**src/design/bps_defines.svh**
```systemverilog
// Constants of the buffered parallel slave port: modes, control bit positions, reset values.
// Assumes inclusion by bare name from the package and the port module.
`ifndef BPS_DEFINES_SVH
`define BPS_DEFINES_SVH

// ----------------------------------------------------------------------------
// Mode field encodings
// ----------------------------------------------------------------------------
`define BPS_MODE_LEGACY   2'h0
`define BPS_MODE_ADDR     2'h1
`define BPS_INCM_BUFFERED 2'h3
`define BPS_IRQM_EVERY    2'h1
`define BPS_IRQM_BUF3     2'h2

// ----------------------------------------------------------------------------
// Control register bit positions for strobe and select polarity
// ----------------------------------------------------------------------------
`define BPS_CS_POL_BIT 3
`define BPS_WR_POL_BIT 1
`define BPS_RD_POL_BIT 0

// ----------------------------------------------------------------------------
// Buffer indices and reset values
// ----------------------------------------------------------------------------
`define BPS_LAST_BUF  2'h3
`define BPS_FIRST_BUF 2'h0
`define BPS_EMPTY_RST 4'hf
`define BPS_FULL_RST  4'h0

`endif

```
**src/design/bps_pkg.sv**
```systemverilog
// Types of the buffered parallel slave port.
// Assumes nothing beyond the defines header.
`include "bps_defines.svh"

package bps_pkg;

    // ------------------------------------------------------------------------
    // Complete state of the port
    // ------------------------------------------------------------------------
    typedef struct packed {
        logic        en_q;
        logic        rd_act_q;
        logic        wr_act_q;
        logic [1:0]  rd_ptr;
        logic [1:0]  wr_ptr;
        logic [31:0] in_buf;
        logic [31:0] out_buf;
        logic [3:0]  out_empty;
        logic [3:0]  in_full;
        logic        all_empty;
        logic        all_full;
        logic        underflow;
        logic        overflow;
        logic        event_flag;
        logic        wr_evt_pend;
        logic [7:0]  data_out;
        logic        data_oe;
    } bps_state_type;

endpackage : bps_pkg

```
**src/design/bps_slave_port.sv**
```systemverilog
// Byte-wide parallel slave port with four-byte input and output buffers.
// Assumes pins synchronous to sys_clk and an outside party that resolves the data wire from slave_data_oe.
//
// How it works
// Legacy mode sets the port event flag on every read and write strobe.
// Operating mode 00 with increment mode 11 selects buffered mode.
// Buffer 0 is the lowest byte, buffer 3 the highest byte.
// Buffered reads drive bytes 0 to 3 in turn, tracked by a read pointer.
// An output empty flag clears on load and sets once its byte is driven.
// Buffered read of an empty buffer sets the output underflow flag.
// Aggregate output empty is set when all four empty flags are set.
// Buffered writes store bytes 0 to 3 in turn, tracked by a write pointer.
// An input full flag sets on its write strobe, clears on software read.
// Buffered write to a full buffer sets overflow and drops the byte.
// Aggregate input full is set when all four full flags are set.
// Interrupt mode 01 gives events every strobe, 10 only for buffer 3.
// Addressable mode selects the buffer directly from the two address inputs.
// Addressable read drives the byte, sets empty, underflows if already empty.
// Addressable write stores the byte, sets full, overflows and drops if full.
// Addressable mode with interrupt mode 10 signals events at address 11.
// Persistent variant signals write events at strobe end, otherwise at start.
// Select, write and read polarity come from control bits 3, 1 and 0.
// Slave modes move bytes only and own the control pins.
// Events come from the active edge of the master's strobes, except persistent-variant write events, which come at strobe end.
// The master sets address and select before a strobe and holds them.
// Enabling resets pointers, empty and full flags, underflow and overflow, but keeps the event flag; disabling keeps buffer contents.
`timescale 1ns/1ns
`include "bps_defines.svh"

module bps_slave_port (
    input  wire logic        sys_clk,              // System clock, 25 MHz.
    input  wire logic        rst,                  // Synchronous reset, active high.
    input  wire logic        port_enable,          // Port on; rising edge restarts buffer logic.
    input  wire logic [1:0]  operating_mode,       // 00 legacy or buffered, 01 addressable.
    input  wire logic [1:0]  increment_mode_field, // 11 with mode 00 gives buffered mode.
    input  wire logic [1:0]  interrupt_mode_field, // 01 every strobe, 10 buffer 3 only.
    input  wire logic [3:0]  port_control_reg,     // Polarity bits 3, 1 and 0.
    input  wire logic        persistent_variant,   // Write event at strobe end when high.
    input  wire logic        chip_select_pin,      // Chip select from the master.
    input  wire logic        read_strobe_pin,      // Read strobe from the master.
    input  wire logic        write_strobe_pin,     // Write strobe from the master.
    input  wire logic [1:0]  slave_address_inputs, // Buffer address in addressable mode.
    input  wire logic [7:0]  slave_data_in,        // Data bus as seen at the pins.
    output logic      [7:0]  slave_data_out,       // Data bus drive value.
    output logic             slave_data_oe,        // High while the port drives the data bus.
    input  wire logic        sw_out_write,         // Software loads one output byte.
    input  wire logic [1:0]  sw_out_index,         // Output byte loaded by software.
    input  wire logic [7:0]  sw_out_data,          // Output byte value.
    input  wire logic [3:0]  sw_in_read_mask,      // Software read of input bytes, one bit each.
    input  wire logic        event_clear,          // Clears the port event flag.
    input  wire logic        underflow_clear,      // Clears the output underflow flag.
    input  wire logic        overflow_clear,       // Clears the input overflow flag.
    output logic      [31:0] input_buffer_reg,     // Four received bytes.
    output logic      [31:0] output_buffer_reg,    // Four bytes to send.
    output logic      [3:0]  output_buf_empty_n,   // Per-buffer output empty flags.
    output logic      [3:0]  input_buf_full_n,     // Per-buffer input full flags.
    output logic             output_all_empty,     // All output buffers empty.
    output logic             input_all_full,       // All input buffers full.
    output logic             output_underflow,     // Sticky output underflow.
    output logic             input_overflow,       // Sticky input overflow.
    output logic             port_event_flag       // Sticky port event.
);

    // ------------------------------------------------------------------------
    // Helpers
    // ------------------------------------------------------------------------
    function automatic logic [7:0] get_byte(input logic [31:0] word, input logic [1:0] idx);
        get_byte = word[8*idx +: 8];
    endfunction : get_byte

    function automatic logic [31:0] put_byte(input logic [31:0] word, input logic [1:0] idx,
                                             input logic [7:0] value);
        logic [31:0] tmp;
        tmp = word;
        tmp[8*idx +: 8] = value;
        put_byte = tmp;
    endfunction : put_byte

    function automatic logic event_ok(input logic legacy, input logic [1:0] irqm, input logic [1:0] idx);
        if (legacy) begin
            event_ok = 1'b1;
        end else if (irqm == `BPS_IRQM_EVERY) begin
            event_ok = 1'b1;
        end else if (irqm == `BPS_IRQM_BUF3) begin
            event_ok = (idx == `BPS_LAST_BUF);
        end else begin
            event_ok = 1'b0;
        end
    endfunction : event_ok

    bps_pkg::bps_state_type state_reg;
    bps_pkg::bps_state_type state_next;

    logic       cs_act;
    logic       rd_act;
    logic       wr_act;
    logic       mode_addr;
    logic       mode_buf;
    logic       mode_legacy;
    logic       slave_on;
    logic       enabling;
    logic       rd_go;
    logic       wr_go;
    logic       wr_trail;
    logic [1:0] rd_idx;
    logic [1:0] wr_idx;

    // ------------------------------------------------------------------------
    // Pin qualification and mode decode
    // ------------------------------------------------------------------------
    assign cs_act      = (chip_select_pin == port_control_reg[`BPS_CS_POL_BIT]);
    assign rd_act      = (read_strobe_pin == port_control_reg[`BPS_RD_POL_BIT]);
    assign wr_act      = (write_strobe_pin == port_control_reg[`BPS_WR_POL_BIT]);
    assign mode_addr   = (operating_mode == `BPS_MODE_ADDR);
    assign mode_buf    = (operating_mode == `BPS_MODE_LEGACY) &&
                         (increment_mode_field == `BPS_INCM_BUFFERED);
    assign mode_legacy = (operating_mode == `BPS_MODE_LEGACY) && !mode_buf;
    // Slave modes own the pins whenever selected and the port is on.
    assign slave_on    = port_enable && (mode_addr || mode_buf || mode_legacy);
    assign enabling    = port_enable && !state_reg.en_q;
    // The master holds select and address across the strobe, so they are sampled at its leading edge.
    assign rd_go       = slave_on && !enabling && cs_act && rd_act && !state_reg.rd_act_q;
    assign wr_go       = slave_on && !enabling && cs_act && wr_act && !state_reg.wr_act_q;
    assign wr_trail    = state_reg.wr_act_q && !wr_act;
    assign rd_idx      = mode_addr ? slave_address_inputs :
                         (mode_buf ? state_reg.rd_ptr : `BPS_FIRST_BUF);
    assign wr_idx      = mode_addr ? slave_address_inputs :
                         (mode_buf ? state_reg.wr_ptr : `BPS_FIRST_BUF);

    // ------------------------------------------------------------------------
    // Next state
    // ------------------------------------------------------------------------
    always_comb begin
        state_next          = state_reg;
        state_next.en_q     = port_enable;
        state_next.rd_act_q = rd_act;
        state_next.wr_act_q = wr_act;
        state_next.data_oe  = slave_on && cs_act && rd_act;

        // Software actions come first so that hardware sets below win.
        if (sw_out_write) begin
            state_next.out_buf                 = put_byte(state_reg.out_buf, sw_out_index, sw_out_data);
            state_next.out_empty[sw_out_index] = 1'b0;
        end
        state_next.in_full = state_next.in_full & ~sw_in_read_mask;
        if (underflow_clear) begin
            state_next.underflow = 1'b0;
        end
        if (overflow_clear) begin
            state_next.overflow = 1'b0;
        end
        if (event_clear) begin
            state_next.event_flag = 1'b0;
        end

        if (enabling) begin
            state_next.rd_ptr      = `BPS_FIRST_BUF;
            state_next.wr_ptr      = `BPS_FIRST_BUF;
            state_next.out_empty   = `BPS_EMPTY_RST;
            state_next.in_full     = `BPS_FULL_RST;
            state_next.underflow   = 1'b0;
            state_next.overflow    = 1'b0;
            state_next.wr_evt_pend = 1'b0;
        end

        if (rd_go) begin
            state_next.data_out = get_byte(state_reg.out_buf, rd_idx);
            if (state_reg.out_empty[rd_idx]) begin
                state_next.underflow = 1'b1;
            end
            state_next.out_empty[rd_idx] = 1'b1;
            if (mode_buf) begin
                state_next.rd_ptr = state_reg.rd_ptr + 2'h1;
            end
            if (event_ok(mode_legacy, interrupt_mode_field, rd_idx)) begin
                state_next.event_flag = 1'b1;
            end
        end

        if (wr_go) begin
            if (state_reg.in_full[wr_idx]) begin
                state_next.overflow        = 1'b1;
                // A software read in this cycle loses to the strobe, so the flag stays set.
                state_next.in_full[wr_idx] = 1'b1;
            end else begin
                state_next.in_buf          = put_byte(state_reg.in_buf, wr_idx, slave_data_in);
                state_next.in_full[wr_idx] = 1'b1;
            end
            if (mode_buf) begin
                state_next.wr_ptr = state_reg.wr_ptr + 2'h1;
            end
            if (event_ok(mode_legacy, interrupt_mode_field, wr_idx)) begin
                if (persistent_variant) begin
                    state_next.wr_evt_pend = 1'b1;
                end else begin
                    state_next.event_flag = 1'b1;
                end
            end
        end else if (wr_trail && state_reg.wr_evt_pend) begin
            state_next.event_flag  = 1'b1;
            state_next.wr_evt_pend = 1'b0;
        end

        state_next.all_empty = &state_next.out_empty;
        state_next.all_full  = &state_next.in_full;
    end

    always_ff @(posedge sys_clk) begin
        if (rst) begin
            state_reg           <= '0;
            state_reg.out_empty <= `BPS_EMPTY_RST;
            state_reg.all_empty <= 1'b1;
            state_reg.in_full   <= `BPS_FULL_RST;
        end else begin
            state_reg <= state_next;
        end
    end

    // ------------------------------------------------------------------------
    // Outputs
    // ------------------------------------------------------------------------
    assign slave_data_out     = state_reg.data_out;
    assign slave_data_oe      = state_reg.data_oe;
    assign input_buffer_reg   = state_reg.in_buf;
    assign output_buffer_reg  = state_reg.out_buf;
    assign output_buf_empty_n = state_reg.out_empty;
    assign input_buf_full_n   = state_reg.in_full;
    assign output_all_empty   = state_reg.all_empty;
    assign input_all_full     = state_reg.all_full;
    assign output_underflow   = state_reg.underflow;
    assign input_overflow     = state_reg.overflow;
    assign port_event_flag    = state_reg.event_flag;

    // ------------------------------------------------------------------------
    // Checks
    // ------------------------------------------------------------------------
    a_all_empty_agg: assert property (@(posedge sys_clk) disable iff (rst)
        output_all_empty == (&output_buf_empty_n))
        else $error("aggregate output empty disagrees with buffer flags");

    a_all_full_agg: assert property (@(posedge sys_clk) disable iff (rst)
        input_all_full == (&input_buf_full_n))
        else $error("aggregate input full disagrees with buffer flags");

    a_read_sets_empty: assert property (@(posedge sys_clk) disable iff (rst)
        rd_go |=> output_buf_empty_n[$past(rd_idx)])
        else $error("read did not set the empty flag");

    a_read_underflow: assert property (@(posedge sys_clk) disable iff (rst)
        rd_go && state_reg.out_empty[rd_idx] |=> output_underflow)
        else $error("read of empty buffer did not underflow");

    a_read_drives_byte: assert property (@(posedge sys_clk) disable iff (rst)
        rd_go && mode_addr |=> slave_data_out == get_byte($past(state_reg.out_buf), $past(slave_address_inputs)))
        else $error("addressed read drove the wrong byte");

    a_read_ptr_step: assert property (@(posedge sys_clk) disable iff (rst)
        rd_go && mode_buf |=> state_reg.rd_ptr == $past(state_reg.rd_ptr) + 2'h1)
        else $error("read pointer did not advance");

    a_write_ptr_step: assert property (@(posedge sys_clk) disable iff (rst)
        wr_go && mode_buf |=> state_reg.wr_ptr == $past(state_reg.wr_ptr) + 2'h1)
        else $error("write pointer did not advance");

    a_write_sets_full: assert property (@(posedge sys_clk) disable iff (rst)
        wr_go |=> input_buf_full_n[$past(wr_idx)])
        else $error("write did not set the full flag");

    a_overflow_drop: assert property (@(posedge sys_clk) disable iff (rst)
        wr_go && state_reg.in_full[wr_idx] |=> input_overflow && $stable(input_buffer_reg))
        else $error("write to full buffer not dropped with overflow");

    a_legacy_event: assert property (@(posedge sys_clk) disable iff (rst)
        rd_go && mode_legacy |=> port_event_flag)
        else $error("legacy read gave no event");

    a_buf3_quiet: assert property (@(posedge sys_clk) disable iff (rst)
        rd_go && !wr_go && !wr_trail && mode_buf && interrupt_mode_field == `BPS_IRQM_BUF3 &&
        rd_idx != `BPS_LAST_BUF && !state_reg.event_flag |=> !port_event_flag)
        else $error("event raised for a buffer other than 3");

    a_persist_defer: assert property (@(posedge sys_clk) disable iff (rst)
        wr_go && persistent_variant && event_ok(mode_legacy, interrupt_mode_field, wr_idx) && !rd_go &&
        !state_reg.event_flag
        |=> !port_event_flag && state_reg.wr_evt_pend)
        else $error("persistent write event not deferred");

    a_enable_clear: assert property (@(posedge sys_clk) disable iff (rst)
        enabling |=> input_buf_full_n == `BPS_FULL_RST && output_buf_empty_n == `BPS_EMPTY_RST &&
        !output_underflow && !input_overflow)
        else $error("enable did not clear status");

    a_oe_follows: assert property (@(posedge sys_clk) disable iff (rst)
        slave_data_oe |-> $past(cs_act && rd_act))
        else $error("data driven outside a selected read");

endmodule : bps_slave_port
```
**config.mk**
```make
export PLATFORM = sky130hd
export DESIGN_NAME = bps_slave_port
export DESIGN_NICKNAME = d
export VERILOG_FILES = /design/src/design/bps_pkg.sv /design/src/design/bps_slave_port.sv
export VERILOG_INCLUDE_DIRS = /design/src /design/src/design
export SDC_FILE = /design/constraint.sdc
export NUM_CORES = 1
export LEC_CHECK = 0
export BUFFER_PORTS_ARGS = -buffer_cell sky130_fd_sc_hd__buf_2
export CAP_MARGIN = 20
export CORE_MARGIN = 2
export CORE_UTILIZATION = 53
export CTS_CLUSTER_SIZE = 40
export DETAILED_ROUTE_END_ITERATION = 16
export PLACE_DENSITY = 0.8
export SLEW_MARGIN = 5
export SYNTH_ARGS = -nofsm -noshare
export SYNTH_HDL_FRONTEND = slang
export SYNTH_SLANG_ARGS = --single-unit
```
**constraint.sdc**
```tcl
create_clock -name sys_clk -period 2.75 [get_ports sys_clk]
set_clock_uncertainty 0.05 [all_clocks]
set_input_delay 0 -clock sys_clk [delete_from_list [all_inputs] [get_ports sys_clk]]
set_output_delay 0 -clock sys_clk [all_outputs]
set_load 0.005 [all_outputs]
```
==> summary.md <==
| Metric | Value |
|---|---|
| Outcome | complete, no violations |
| Final Max Slew Viols | 0 |
| Period utilization | 0.905 |
| Detailed-route wire length | about 12 mm |
| Post-detail-place hpwl | approximately 8.4 mm |
| Critical Path RT | between 2 and 3 ns |
| P per Cell Area | 447 nW/um^2 |
| First-pass GRT wire length | 18.7 mm |
| Cell area after layout | roughly 5600 sq um |
| Setup TNS | 0 ns |
| FF-to-FF setup slack | 0.26 ns |
| Most frequent cells in the layout | buf_2 (129), dfxtp_1 (94), nand2_1 (59) |
| Total gr overflow | 0 |
| Pre-CTS setup slack | 0.562 ns |
| Most common cell after layout, fill and taps aside | buf_2 |
| GRT Util Overall | 0.228 |
| Max VDD drop | 296 uV |
| Iteration-0 DRC Markers | approximately 240 |
| #FFs+latches synth | 94 |
| CTS Buf Count | 9 |
| WL/cell | roughly 16 um |
| Crit-path max FO | 11 |
| Fillers | 843 |
| YS warnings | 0 |
| HP Class | in -> reg |
| Vias in the first global route | 3760 |
| Tot Pwr | 2.51 mW |
| Fmax | between 400 and 500 MHz |
| Top_reg_cell synth | dfxtp_1 |
| Post-Syn Area | 5070 sq um |
| Leakage | 2.29 nW |
| Drt via density | 5.40 |
| CTS tree | done |
| Sequential-to-total area share from yosys stat | 0.371 |
| Final Hold Fails | 0 |
| Worst setup margin | 0.263 ns |
| Syn-to-layout area delta | 10.6% |
| Core Util, Final | 0.604 |
| DR top layer | met4 |
| Layout Cells excl Fill | 754 |
| Max_cap viols | 0 |
| RSZ-0062 raised after global routing | false |
| Final Critical Period | 2.49 ns |
| Post-DRT Antenna Nets | 0 |
| Unique masters post-synth | 47 |
| Port Buf Inserts | 129 |
| Clk sink count | 94 |
| Synth async-reset ratio | 0 |
| Reg2reg end | port_event_flag |
| Syn avg cell area | between 9 and 10 sq um |
| Worst Max-Slew Pin Slew | about 0.87 ns |
| CTS root buffer | clkbuf_8 |
| Fin Hold WS | 0.0325 ns |
| Antenna cell count | 0 |
| Worst-path clk slew | 0.10 ns |
| DR WL met2 | 5.64 mm |
| Worst hold path depth | 4 |
| Placed cell areas | 5190 sq um |
| Die area | around 10000 sq um |
| Longest Clk Path Bufs | 2 |
| FP Rows | 35 |
| Worst Path Arrival | 2.68 ns |
| Final nets | 681 |
| Routability congestion estimate | 0.826 |
| Origin of the worst min-delay path | slave_data_in[1] |
| Met3 wire len | 726 um |
| Met1 WL | 5.30 mm |
| DRT Pass-1 Iters | 5 |
| Initial antenna violation count | 0 |
| Chip height | 102 um |
| Slew headroom | 0.417 |
| Setup Viol. Count Final | 0 |
| Placeable Area | 9280 sq um |
| Post-Place Cells | between 700 and 800 |
| H-tree levels | 3 |
| Worst setup startpoint | state_reg[87] |
| Hold Path Sink | input_buffer_reg[1] |
| DR DRC count | 0 |
| Synth Instances | 555 |
| Net count after synthesis | 616 |
| Critical path endpoint category | flop |
| Top Ports | 131 |
| Largest net degree at the start of global routing | 57 |
| Kind of launch point of the worst setup path | flop |
| Clock latency on the worst-skew pair | 0.36 ns |
| Layout cell share with drive strength beyond 1 | 0.285 |
| Die X | 102 um |
| Reg2Reg Launch Point | state_reg[87] |
| Number of enable flip-flop cells after synthesis | 0 |
| Critical path type | reg -> reg |
| R2r worst-path depth | 9 |
| Initial Utilization | 0.546 |
| Vias | 4069 |
[how the worst max path moves through the flow]
stage,endpoint,slack [ns]
floorplan,input_buffer_reg[24],0.79
global placement,input_buffer_reg[14],0.68
detailed placement,input_buffer_reg[9],0.56
CTS,port_event_flag,0.27
global route,port_event_flag,0.09
finish,port_event_flag,0.26
[logic make-up after synthesis]
group                    after synthesis  synth area share
adder cells (fa/ha/maj)               16            0.0395
buffers and inverters                112             0.151
AO/OA/AOI/OAI                         87             0.133
AND/OR/NAND/NOR                      196             0.205
XOR/XNOR                               4           0.00691
flip-flops                            94             0.371
multiplexers                          46            0.0935
[per-layer routing]
metal | track usage | vias up
met5 | 0 | -
met4 | 0.0595 | 0
met3 | 0.0506 | 12
met2 | 0.361 | 147
met1 | 0.315 | 1941
li1 | - | 1969
[area by class of cell]
type	count	area, sq um	area share
flip-flops and latches	94	1880	0.336
inverters	8	30.0	0.00535
clock buffers	9	124	0.0221
clock inverters	7	63.8	0.0114
repair buffers	158	921	0.164
multi-input cells	349	2430	0.433
well taps	129	161	0.0288
[what timing repair did]
action,in CTS,in global routing
resized for setup,0,0
hold endpoints to repair,46,0
hold buffers,23,0
setup buffers,0,0
[cells in the mapped netlist (5+ instances only)]
master	count	share of area
mux2i_1	35	0.069
buf_4	80	0.12
buf_6	5	0.011
ha_1	16	0.039
nand2_1	59	0.044
nand2b_1	38	0.047
clkbuf_1	12	0.0089
a22oi_1	38	0.056
nand3b_1	9	0.013
dfxtp_1	94	0.37
nor2b_1	10	0.012
nand3_1	5	0.0049
mux2_2	11	0.024
a21oi_1	15	0.015
buf_2	5	0.0049
a311oi_1	7	0.012
nor2_1	49	0.036
inv_1	8	0.0059
[worst max-delay path, stage by stage, from the launching register on]
cell           delay (ns)
dfxtp_1              0.36
nand4b_1             0.12
a21o_1               0.39
inv_1                0.24
ha_1                 0.29
nand3b_1             0.10
nand2_1              0.07
nand3b_1             0.10
a31oi_1              0.08
dlygate4sd3_1        0.60
[power breakdown]
group	internal, mW	switching [mW]	total [mW]	leakage [nW]
Combinational	0.106	0.144	0.250	1.43
Sequential	1.37	0.00886	1.38	0.759
Clock	0.348	0.528	0.876	0.0938
Total	1.83	0.681	2.51	2.29
(Power assumes the default switching activity.)
